## src/hdl/ddbl_pkg.sv

```systemverilog
`default_nettype none
package ddbl_pkg;
   // Latch selection codes: lsb is the first address line
   localparam logic [1:0] SEL_A_LOW = 2'h0;
   localparam logic [1:0] SEL_A_HIGH = 2'h1;
   localparam logic [1:0] SEL_B_LOW = 2'h2;
   localparam logic [1:0] SEL_B_HIGH = 2'h3;
   // Pin timing in ns
   localparam int CLK_PERIOD_NS = 25;
   localparam int WR_PULSE_NS = 100;
   localparam int DATA_SETUP_NS = 80;
   localparam int DATA_HOLD_NS = 20;
   localparam int LOAD_PULSE_NS = 100;
   // Least times round up to whole cycles
   localparam int WR_PULSE_CYC = (WR_PULSE_NS + CLK_PERIOD_NS - 1) / CLK_PERIOD_NS;
   localparam int DATA_SETUP_CYC = (DATA_SETUP_NS + CLK_PERIOD_NS - 1) / CLK_PERIOD_NS;
   localparam int DATA_HOLD_CYC = (DATA_HOLD_NS + CLK_PERIOD_NS - 1) / CLK_PERIOD_NS;
   localparam int LOAD_PULSE_CYC = (LOAD_PULSE_NS + CLK_PERIOD_NS - 1) / CLK_PERIOD_NS;
   localparam int CNT_W = 4;
   localparam logic [7:0] BUS_RESET = 8'h00;
   localparam logic [11:0] CODE_RESET = 12'h000;
   // One-hot sequencer states
   typedef enum logic [6:0] {
      ST_IDLE = 7'h01,
      ST_SETUP = 7'h02,
      ST_STROBE = 7'h04,
      ST_HOLD = 7'h08,
      ST_NEXT = 7'h10,
      ST_LOAD = 7'h20,
      ST_DONE = 7'h40
   } ddbl_state_t;
endpackage
`default_nettype wire

```

## src/hdl/ddbl_timer.sv

```systemverilog
`timescale 1ns/1ps
`default_nettype none
module ddbl_timer
(
   // Clock and reset
   input wire logic mclk_i,
   input wire logic nrst_i,
   // Control
   input wire logic start_i,
   input wire logic [ddbl_pkg::CNT_W-1:0] count_i,
   output logic done_o
);
   logic [ddbl_pkg::CNT_W-1:0] remain;

   // Counts down count_i cycles; done_o pulses in the cycle after the last one
   always_ff @(posedge mclk_i or negedge nrst_i)
   begin
      if (!nrst_i)
      begin
         remain <= '0;
         done_o <= 1'b0;
      end
      else if (start_i)
      begin
         remain <= count_i;
         done_o <= 1'b0;
      end
      else
      begin
         done_o <= (remain == 4'h1);
         if (remain != 4'h0)
            remain <= remain - 4'h1;
      end
   end
endmodule // ddbl_timer
`default_nettype wire

```

## src/hdl/ddbl_host.sv

```systemverilog
// Overview of operation
// - Select held low around every write.
// - Write strobe pulsed low with address valid.
// - Lines 3..0 carry bits 3..0 or 11..8.
// - Lines 7..4 carry bits 7..4, low byte.
`timescale 1ns/1ps
`default_nettype none
module ddbl_host
(
   // Clock and reset
   input wire logic mclk_i,
   input wire logic nrst_i,
   // User request
   input wire logic req_i,
   input wire logic [11:0] code_a_i,
   input wire logic [11:0] code_b_i,
   output logic busy_o,
   output logic done_o,
   // Device pins
   output logic dev_select_n_o,
   output logic write_strobe_n_o,
   output logic latch_sel_lsb_o,
   output logic latch_sel_msb_o,
   output logic [7:0] data_bus_o,
   output logic output_update_strobe_n_o
);
   ddbl_pkg::ddbl_state_t state;
   ddbl_pkg::ddbl_state_t next_state;
   logic [1:0] step;
   logic [11:0] code_a;
   logic [11:0] code_b;
   logic [11:0] code_cur;
   logic [7:0] next_bus;
   logic tmr_start;
   logic [ddbl_pkg::CNT_W-1:0] tmr_count;
   logic tmr_done;

   ddbl_timer u_timer
   (
      .mclk_i(mclk_i),
      .nrst_i(nrst_i),
      .start_i(tmr_start),
      .count_i(tmr_count),
      .done_o(tmr_done)
   );

   // Steps: 0 A low, 1 A high, 2 B low, 3 B high
   assign code_cur = step[1] ? code_b : code_a;

   // Bus value for the write that the coming step performs
   always_comb
   begin
      // low byte, then high bits on lines 3..0
      // upper lines zero in the high nibble
      if (state == ddbl_pkg::ST_IDLE)
         next_bus = code_a_i[7:0];
      else if (step == 2'h3)
         next_bus = ddbl_pkg::BUS_RESET;
      else if (step[0])
         next_bus = code_b[7:0];
      else
         next_bus = {4'h0, code_cur[11:8]};
   end

   always_comb
   begin
      next_state = state;
      tmr_start = 1'b0;
      tmr_count = '0;
      case (state)
         ddbl_pkg::ST_IDLE:
         begin
            if (req_i)
            begin
               next_state = ddbl_pkg::ST_SETUP;
               tmr_start = 1'b1;
               tmr_count = ddbl_pkg::CNT_W'(ddbl_pkg::DATA_SETUP_CYC - ddbl_pkg::WR_PULSE_CYC + 1);
            end
         end
         ddbl_pkg::ST_SETUP:
         begin
            if (tmr_done)
            begin
               next_state = ddbl_pkg::ST_STROBE;
               tmr_start = 1'b1;
               tmr_count = ddbl_pkg::CNT_W'(ddbl_pkg::WR_PULSE_CYC);
            end
         end
         ddbl_pkg::ST_STROBE:
         begin
            if (tmr_done)
            begin
               next_state = ddbl_pkg::ST_HOLD;
               tmr_start = 1'b1;
               tmr_count = ddbl_pkg::CNT_W'(ddbl_pkg::DATA_HOLD_CYC);
            end
         end
         ddbl_pkg::ST_HOLD:
         begin
            if (tmr_done)
               next_state = ddbl_pkg::ST_NEXT;
         end
         ddbl_pkg::ST_NEXT:
         begin
            tmr_start = 1'b1;
            if (step == 2'h3)
            begin
               next_state = ddbl_pkg::ST_LOAD;
               tmr_count = ddbl_pkg::CNT_W'(ddbl_pkg::LOAD_PULSE_CYC);
            end
            else
            begin
               next_state = ddbl_pkg::ST_SETUP;
               tmr_count = ddbl_pkg::CNT_W'(ddbl_pkg::DATA_SETUP_CYC - ddbl_pkg::WR_PULSE_CYC + 1);
            end
         end
         ddbl_pkg::ST_LOAD:
         begin
            if (tmr_done)
               next_state = ddbl_pkg::ST_DONE;
         end
         ddbl_pkg::ST_DONE:
            next_state = ddbl_pkg::ST_IDLE;
         default:
            next_state = ddbl_pkg::ST_IDLE;
      endcase
   end

   always_ff @(posedge mclk_i or negedge nrst_i)
   begin
      if (!nrst_i)
         state <= ddbl_pkg::ST_IDLE;
      else
         state <= next_state;
   end

   // Codes captured at request so the user may change inputs freely
   always_ff @(posedge mclk_i or negedge nrst_i)
   begin
      if (!nrst_i)
      begin
         code_a <= ddbl_pkg::CODE_RESET;
         code_b <= ddbl_pkg::CODE_RESET;
      end
      else if (state == ddbl_pkg::ST_IDLE && req_i)
      begin
         code_a <= code_a_i;
         code_b <= code_b_i;
      end
   end

   always_ff @(posedge mclk_i or negedge nrst_i)
   begin
      if (!nrst_i)
         step <= 2'h0;
      else if (state == ddbl_pkg::ST_IDLE)
         step <= 2'h0;
      else if (state == ddbl_pkg::ST_NEXT)
         step <= step + 2'h1;
   end

   always_ff @(posedge mclk_i or negedge nrst_i)
   begin
      if (!nrst_i)
         dev_select_n_o <= 1'b1;
      else
         dev_select_n_o <= !(next_state == ddbl_pkg::ST_SETUP ||
                             next_state == ddbl_pkg::ST_STROBE ||
                             next_state == ddbl_pkg::ST_HOLD);
   end

   always_ff @(posedge mclk_i or negedge nrst_i)
   begin
      if (!nrst_i)
         write_strobe_n_o <= 1'b1;
      else
         write_strobe_n_o <= !(next_state == ddbl_pkg::ST_STROBE);
   end

   // address and data set up before strobe
   // held through hold time after strobe rises
   always_ff @(posedge mclk_i or negedge nrst_i)
   begin
      if (!nrst_i)
      begin
         latch_sel_lsb_o <= 1'b0;
         latch_sel_msb_o <= 1'b0;
         data_bus_o <= ddbl_pkg::BUS_RESET;
      end
      else if (state == ddbl_pkg::ST_IDLE || state == ddbl_pkg::ST_NEXT)
      begin
         latch_sel_lsb_o <= (state == ddbl_pkg::ST_NEXT) ? !step[0] : 1'b0;
         latch_sel_msb_o <= (state == ddbl_pkg::ST_NEXT) ? (step[1] ^ step[0]) : 1'b0;
         data_bus_o <= next_bus;
      end
   end

   // load strobe after all four latches written
   always_ff @(posedge mclk_i or negedge nrst_i)
   begin
      if (!nrst_i)
         output_update_strobe_n_o <= 1'b1;
      else
         output_update_strobe_n_o <= !(next_state == ddbl_pkg::ST_LOAD);
   end

   always_ff @(posedge mclk_i or negedge nrst_i)
   begin
      if (!nrst_i)
      begin
         busy_o <= 1'b0;
         done_o <= 1'b0;
      end
      else
      begin
         busy_o <= (next_state != ddbl_pkg::ST_IDLE);
         done_o <= (next_state == ddbl_pkg::ST_DONE);
      end
   end

endmodule // ddbl_host
`default_nettype wire

```

## config.mk

```make
export PLATFORM = sky130hd
export DESIGN_NAME = ddbl_host
export DESIGN_NICKNAME = d
export VERILOG_FILES = /design/src/hdl/ddbl_pkg.sv /design/src/hdl/ddbl_timer.sv /design/src/hdl/ddbl_host.sv
export SDC_FILE = /design/constraint.sdc
export NUM_CORES = 1
export LEC_CHECK = 0
export ABC_CLOCK_PERIOD_IN_PS = 3540
export BUFFER_PORTS_ARGS = -buffer_cell sky130_fd_sc_hd__buf_2
export CORE_UTILIZATION = 50
export CTS_CLUSTER_SIZE = 24
export DETAILED_ROUTE_END_ITERATION = 7
export PLACE_DENSITY = 0.71
export SYNTH_ARGS = -nofsm -noshare
export SYNTH_HDL_FRONTEND = slang
export SYNTH_SLANG_ARGS = --single-unit
```

## constraint.sdc

```tcl
create_clock -name mclk_i -period 3.54 [get_ports mclk_i]
set_clock_uncertainty 0.15 [all_clocks]
set_input_delay 0.885 -clock mclk_i [delete_from_list [all_inputs] [get_ports mclk_i]]
set_output_delay 0.885 -clock mclk_i [all_outputs]
set_load 0.02 [all_outputs]
```

### After elaboration in Yosys (flattened, before gate mapping)

Index checks and enable logic that the tools add are counted.

* multiplexer cells: 26
* $add $sub $neg: 2
* eq/ne operators: 14
* bitwise operators: 1
* reduce and logical (&&, ||, !) cells: 12

Operators by type and width (count)
* case mux 7 bit (6 select lines): 1
* 2-to-1 mux 7 bit: 5
* 2-to-1 mux 8 bit: 3
* == test 7 x 2 -> 1 bit (second input constant): 2
* == test 7 x 3 -> 1 bit (second input constant): 2
* == test 7 x 4 -> 1 bit (second input constant): 2
* == test 7 x 6 -> 1 bit (second input constant): 2
* 2-to-1 mux 12 bit: 1
* case mux 3 bit (4 select lines): 1
* 2-to-1 mux 4 bit: 2
* == test 7 x 1 -> 1 bit (second input constant): 1
* == test 7 x 5 -> 1 bit (second input constant): 1
* == test 7 bit (second input constant): 1
* 2-to-1 mux 1 bit: 7
* != test 7 x 1 -> 1 bit (second input constant): 1
* 2-to-1 mux 3 bit: 2
* 2-to-1 mux 6 bit: 1
* == test 4 x 1 -> 1 bit (second input constant): 1
* zero test 1 bit: 4
* 2-to-1 mux 2 bit: 2
* nonzero test 2 bit: 2
* nonzero test 4 bit: 1
* subtractor 4 x 1 -> 4 bit (second input constant): 1
* logical OR 1 bit: 3
* 6 further kinds: 6

* output and inout bits: 15
* input bits: 27
* register bits: 53
* logic and storage cells: 69

### Logic depth before layout (Yosys ltp)

* word-level depth: 7
* gate-level depth with buffers: 6
* depth with buffers taken out: 6

### By module

From an unflattened synthesis, not the netlist that was laid out.

* cell total of the unflattened synthesis: 185
* area, all modules: 2203.4 um^2

By module, submodules not included
* ddbl_host: cells each 160, instances 1, seq. area each 1006.0 um^2, area an instance 1915.6 um^2
* ddbl_timer: cells each 25, instances 1, seq. area each 125.1 um^2, area an instance 287.8 um^2

### Least setup slack after synthesis

OpenSTA, ideal clock, no wires.

* path type: register to register
* start point: register state[2]
* end point: register data_bus_o[0]
* required time: 3264 ps
* setup slack: 1707 ps
* stages on the path, launching flop included: 7
* setup time: 126 ps
* arrival time: 1557 ps
* cell sequence: dfrtp_1 -> buf_6 -> nor4_4 -> and3_4 -> buf_12 -> nor2_4 -> a221o_1

* cells in the longest elaborated chain, start to end: 2

Ends and longest elaborated chain
* from (decl): line ddbl_host.sv:27 `ddbl_pkg::ddbl_state_t state;`
* from (signal assigned): line ddbl_host.sv:132 `state <= ddbl_pkg::ST_IDLE;`
* from (signal assigned): line ddbl_host.sv:134 `state <= next_state;`
* == test 7 x 1 -> 1 bit or == test 7 x 5 -> 1 bit (tied branches): line ddbl_host.sv:55, ddbl_host.sv:190
* 2-to-1 mux 8 bit or logical OR 1 bit (tied branches): line ddbl_host.sv:55, ddbl_host.sv:190
* to (signal assigned): line ddbl_host.sv:188 `data_bus_o <= ddbl_pkg::BUS_RESET;`
* to (signal assigned): line ddbl_host.sv:194 `data_bus_o <= next_bus;`
* to (decl): line ddbl_host.sv:24 `output logic [7:0] data_bus_o,`

Parallel ways exist; a longest one is shown, timed or not.
A chain may end at the register's enable or synchronous reset.

### Worst setup path in the final report

Ends and elaborated chain as after synthesis.

==> flow_summary.ini <==
[clocking]
clock_tree.htree_level_count = 2
cts_hold_repair.buffers = 0
cts_sinks = 45
path_clk_slew_ns = 0.08
cts_setup_buffers = 0
clk_latency_ns = 0.29
cts-root-to-sink-buffers = 2
numCtsBuffers = 5
number_of_instances_resized_during_post_cts_repair = 0
cts_tree = built
cts.root.buffer_cell = sky130_fd_sc_hd__clkbuf_8

[die]
pin_count = 42
std_cell_rows = 23
die-area_um2 = 4705
die_x_um = 68.59
core-area_um2 = 4115
dieHeight_um = 68.59
floorplan.initialDensity = 0.5388

[cells_and_area]
insertedDiodeCount = 0
num-fill-cells = 363
nets = 254
postLayoutCoreUtil = 0.6017
postLayoutCellArea_um2 = 2476
layout-drive-gt1-share = 0.3661
flow.area_growth_from_synthesis_pct = 11.68

[yosys]
synthDominantAreaCellType = sky130_fd_sc_hd__dfrtp_1
ys_async_sr_fraction = 1.000
synthMostInstantiatedCell = sky130_fd_sc_hd__dfrtp_1
synth-edff-count = 0
synth_fp_nets = 218
synth.top_cell.area_share = 0.4628
post_synth.cell_area_avg_um2 = 11.86
netlist_top_cells_count = sky130_fd_sc_hd__dfrtp_1, sky130_fd_sc_hd__nor2_1, sky130_fd_sc_hd__nand2_1, sky130_fd_sc_hd__mux2_2
netlist_area_um2 = 2217
yosys_register_bits = 45
synth.distinct_cells = 51
ys_dominant_reg_cell = sky130_fd_sc_hd__dfrtp_1
yosysWarnings = 0
seq_area_frac_synth = 0.5102
syn-instance-count = 187
synth.top_cells.by_area = sky130_fd_sc_hd__dfrtp_1, sky130_fd_sc_hd__mux2_4, sky130_fd_sc_hd__mux2_2, sky130_fd_sc_hd__dfstp_2, sky130_fd_sc_hd__nor2_1

[critical_path]
critical_path.endpoint_type = flip-flop
critPathRequiredTime_ns = 3.62
crit_path_start_kind = flip-flop
critical_path_arrival_ns = 2.27
r2r_setup_slack_ns = 1.35
critical_path_type = reg2reg
path_max_fanout = 13

[global_route]
grt_pass1_wl_um = 6555
first_global_vias = 1456
antenna_found_initial = 0
grt_max_degree = 46
grt-ovfl-total = 0
globalRouteTotalUtil = 0.1937

[placement]
pre_cts_slack_ns = 1.395
finalWeightedCongestion = 0.7872
port-buffer-count = 41
placed_area_um2 = 2395
dp.final_hpwl_um = 2897

[job]
cap_viol_max_count = 0

[sta]
period_minus_slack_ns = 2.187
max_slew_margin = 0.3616
finalMaxSlewViolations = 0
hold_viol_final = 0
final_critical_path_setup_slack_ns = 1.353
setup-tns-final_ns = 0
measured_slew_at_the_worst_slew_check_pin_ns = 0.9576
fin_crit_sh = 0.6177
grt_setup_unrepaired = no
achievable_frequency_mhz = 457.3
timing.final.setup_violations = 0

[detailed_routing]
vias_per_cell = 5.504
drt_first_pass_iters = 4
routed_wl_um = 4029
post_route_antenna_net_violation_count = 0
drt-wirelength-per-cell_um = 14.70
remaining_drc_errors = 0
first_iter_violations = 84
vias = 1508

[power]
finalPower_uw = 832.9
power_density_nw_per_um2 = 336.4
ir_drop_mv = 0.1859
static_leakage_nw = 1.201

[min_path]
tightest_hold_check_type = reg2reg

[outcome]
status = finished, final reports clean
## sequential cells by signal, summed over array words and instances (netlist names), 2 cells and up
signal / cells
code_a: 4
code_b: 12
data_bus_o: 8
state: 7
step: 2
u_timer.remain: 4
## cell usage in the layout (no fill, tap or decap), types with 4 or more instances in the layout
master	n
sky130_fd_sc_hd__dfrtp_1	41
sky130_fd_sc_hd__buf_2	41
sky130_fd_sc_hd__nor2_1	14
sky130_fd_sc_hd__nand2_1	12
sky130_fd_sc_hd__mux2_2	11
sky130_fd_sc_hd__nor3_1	9
sky130_fd_sc_hd__mux2_4	9
sky130_fd_sc_hd__o21ai_0	6
sky130_fd_sc_hd__nand3_1	6
sky130_fd_sc_hd__a21oi_1	5
sky130_fd_sc_hd__clkbuf_8	5
sky130_fd_sc_hd__inv_1	4
sky130_fd_sc_hd__a31oi_1	4
sky130_fd_sc_hd__mux2i_1	4
sky130_fd_sc_hd__a221o_1	4
sky130_fd_sc_hd__ha_1	4
sky130_fd_sc_hd__dfstp_2	4
## cell families (layout without fill, tap and decap cells)
family          count (synthesis)  after routing  share of synthesized area
compound gates                 28             28                    0.08748
xor+xnor                        4              4                    0.01580
buf+inv                        16             53                    0.04740
fa+ha+maj                       4              4                    0.02257
simple gates                   66             66                     0.1817
mux                            24             24                     0.1349
flops                          45             45                     0.5102
## critical path, cell delays in order (launching register included)
cell and delay [ns]:
sky130_fd_sc_hd__dfrtp_1 0.49, sky130_fd_sc_hd__nor4_4 0.49, sky130_fd_sc_hd__nand3_1 0.50, sky130_fd_sc_hd__nor3_1 0.35, sky130_fd_sc_hd__a221o_1 0.14
## path summary, 6_finish.rpt
check	start	to	cells past startpoint
setup / recovery	state[2]	data_bus_o[0]	4
max in group asynchronous	nrst_i	latch_sel_lsb_o	1
hold / removal	u_timer.remain[3]	u_timer.done_o	1
hold reg to reg	u_timer.remain[3]	u_timer.done_o	1
setup reg to reg	state[2]	data_bus_o[0]	4
min in group asynchronous	nrst_i	u_timer.remain[3]	1
## cell type report
cell class                      instances  area, um^2  area share
Clock inverter                          1       5.005    0.002021
Timing Repair Buffer                   41       205.2     0.08287
Sequential cell                        45        1131      0.4568
Multi-Input combinational cell        126       980.9      0.3962
Tap cell                               50       62.56     0.02527
Clock buffer                            7       76.32     0.03082
Inverter                                4       15.01    0.006064
## power breakdown
group          total, mW  internal, mW  switching [mW]  leakage [nW]
logic             0.0243        0.0104          0.0139         0.557
registers          0.514         0.514               0         0.602
clock network      0.295         0.139           0.156        0.0422
## per-stage QoR
| stage | instances | hold slack [ns] |
|---|---|---|
| finish | 274 | 0.3398 |
| global route | 274 | 0.3565 |
| CTS | 274 | 0.3468 |
| detailed placement | 266 | 0.3344 |
| global placement | 266 | 0.3310 |
| floorplan | 187 | 0.3012 |
## per-layer routing
layer,vias up,global-route usage,share of wire
met5,-,0,0
met4,0,0.08854,0.023
met3,9,0.05428,0.041
met2,43,0.3174,0.48
met1,710,0.2355,0.45
li1,746,-,-
Note: power is estimated with default switching activity, not from simulation.
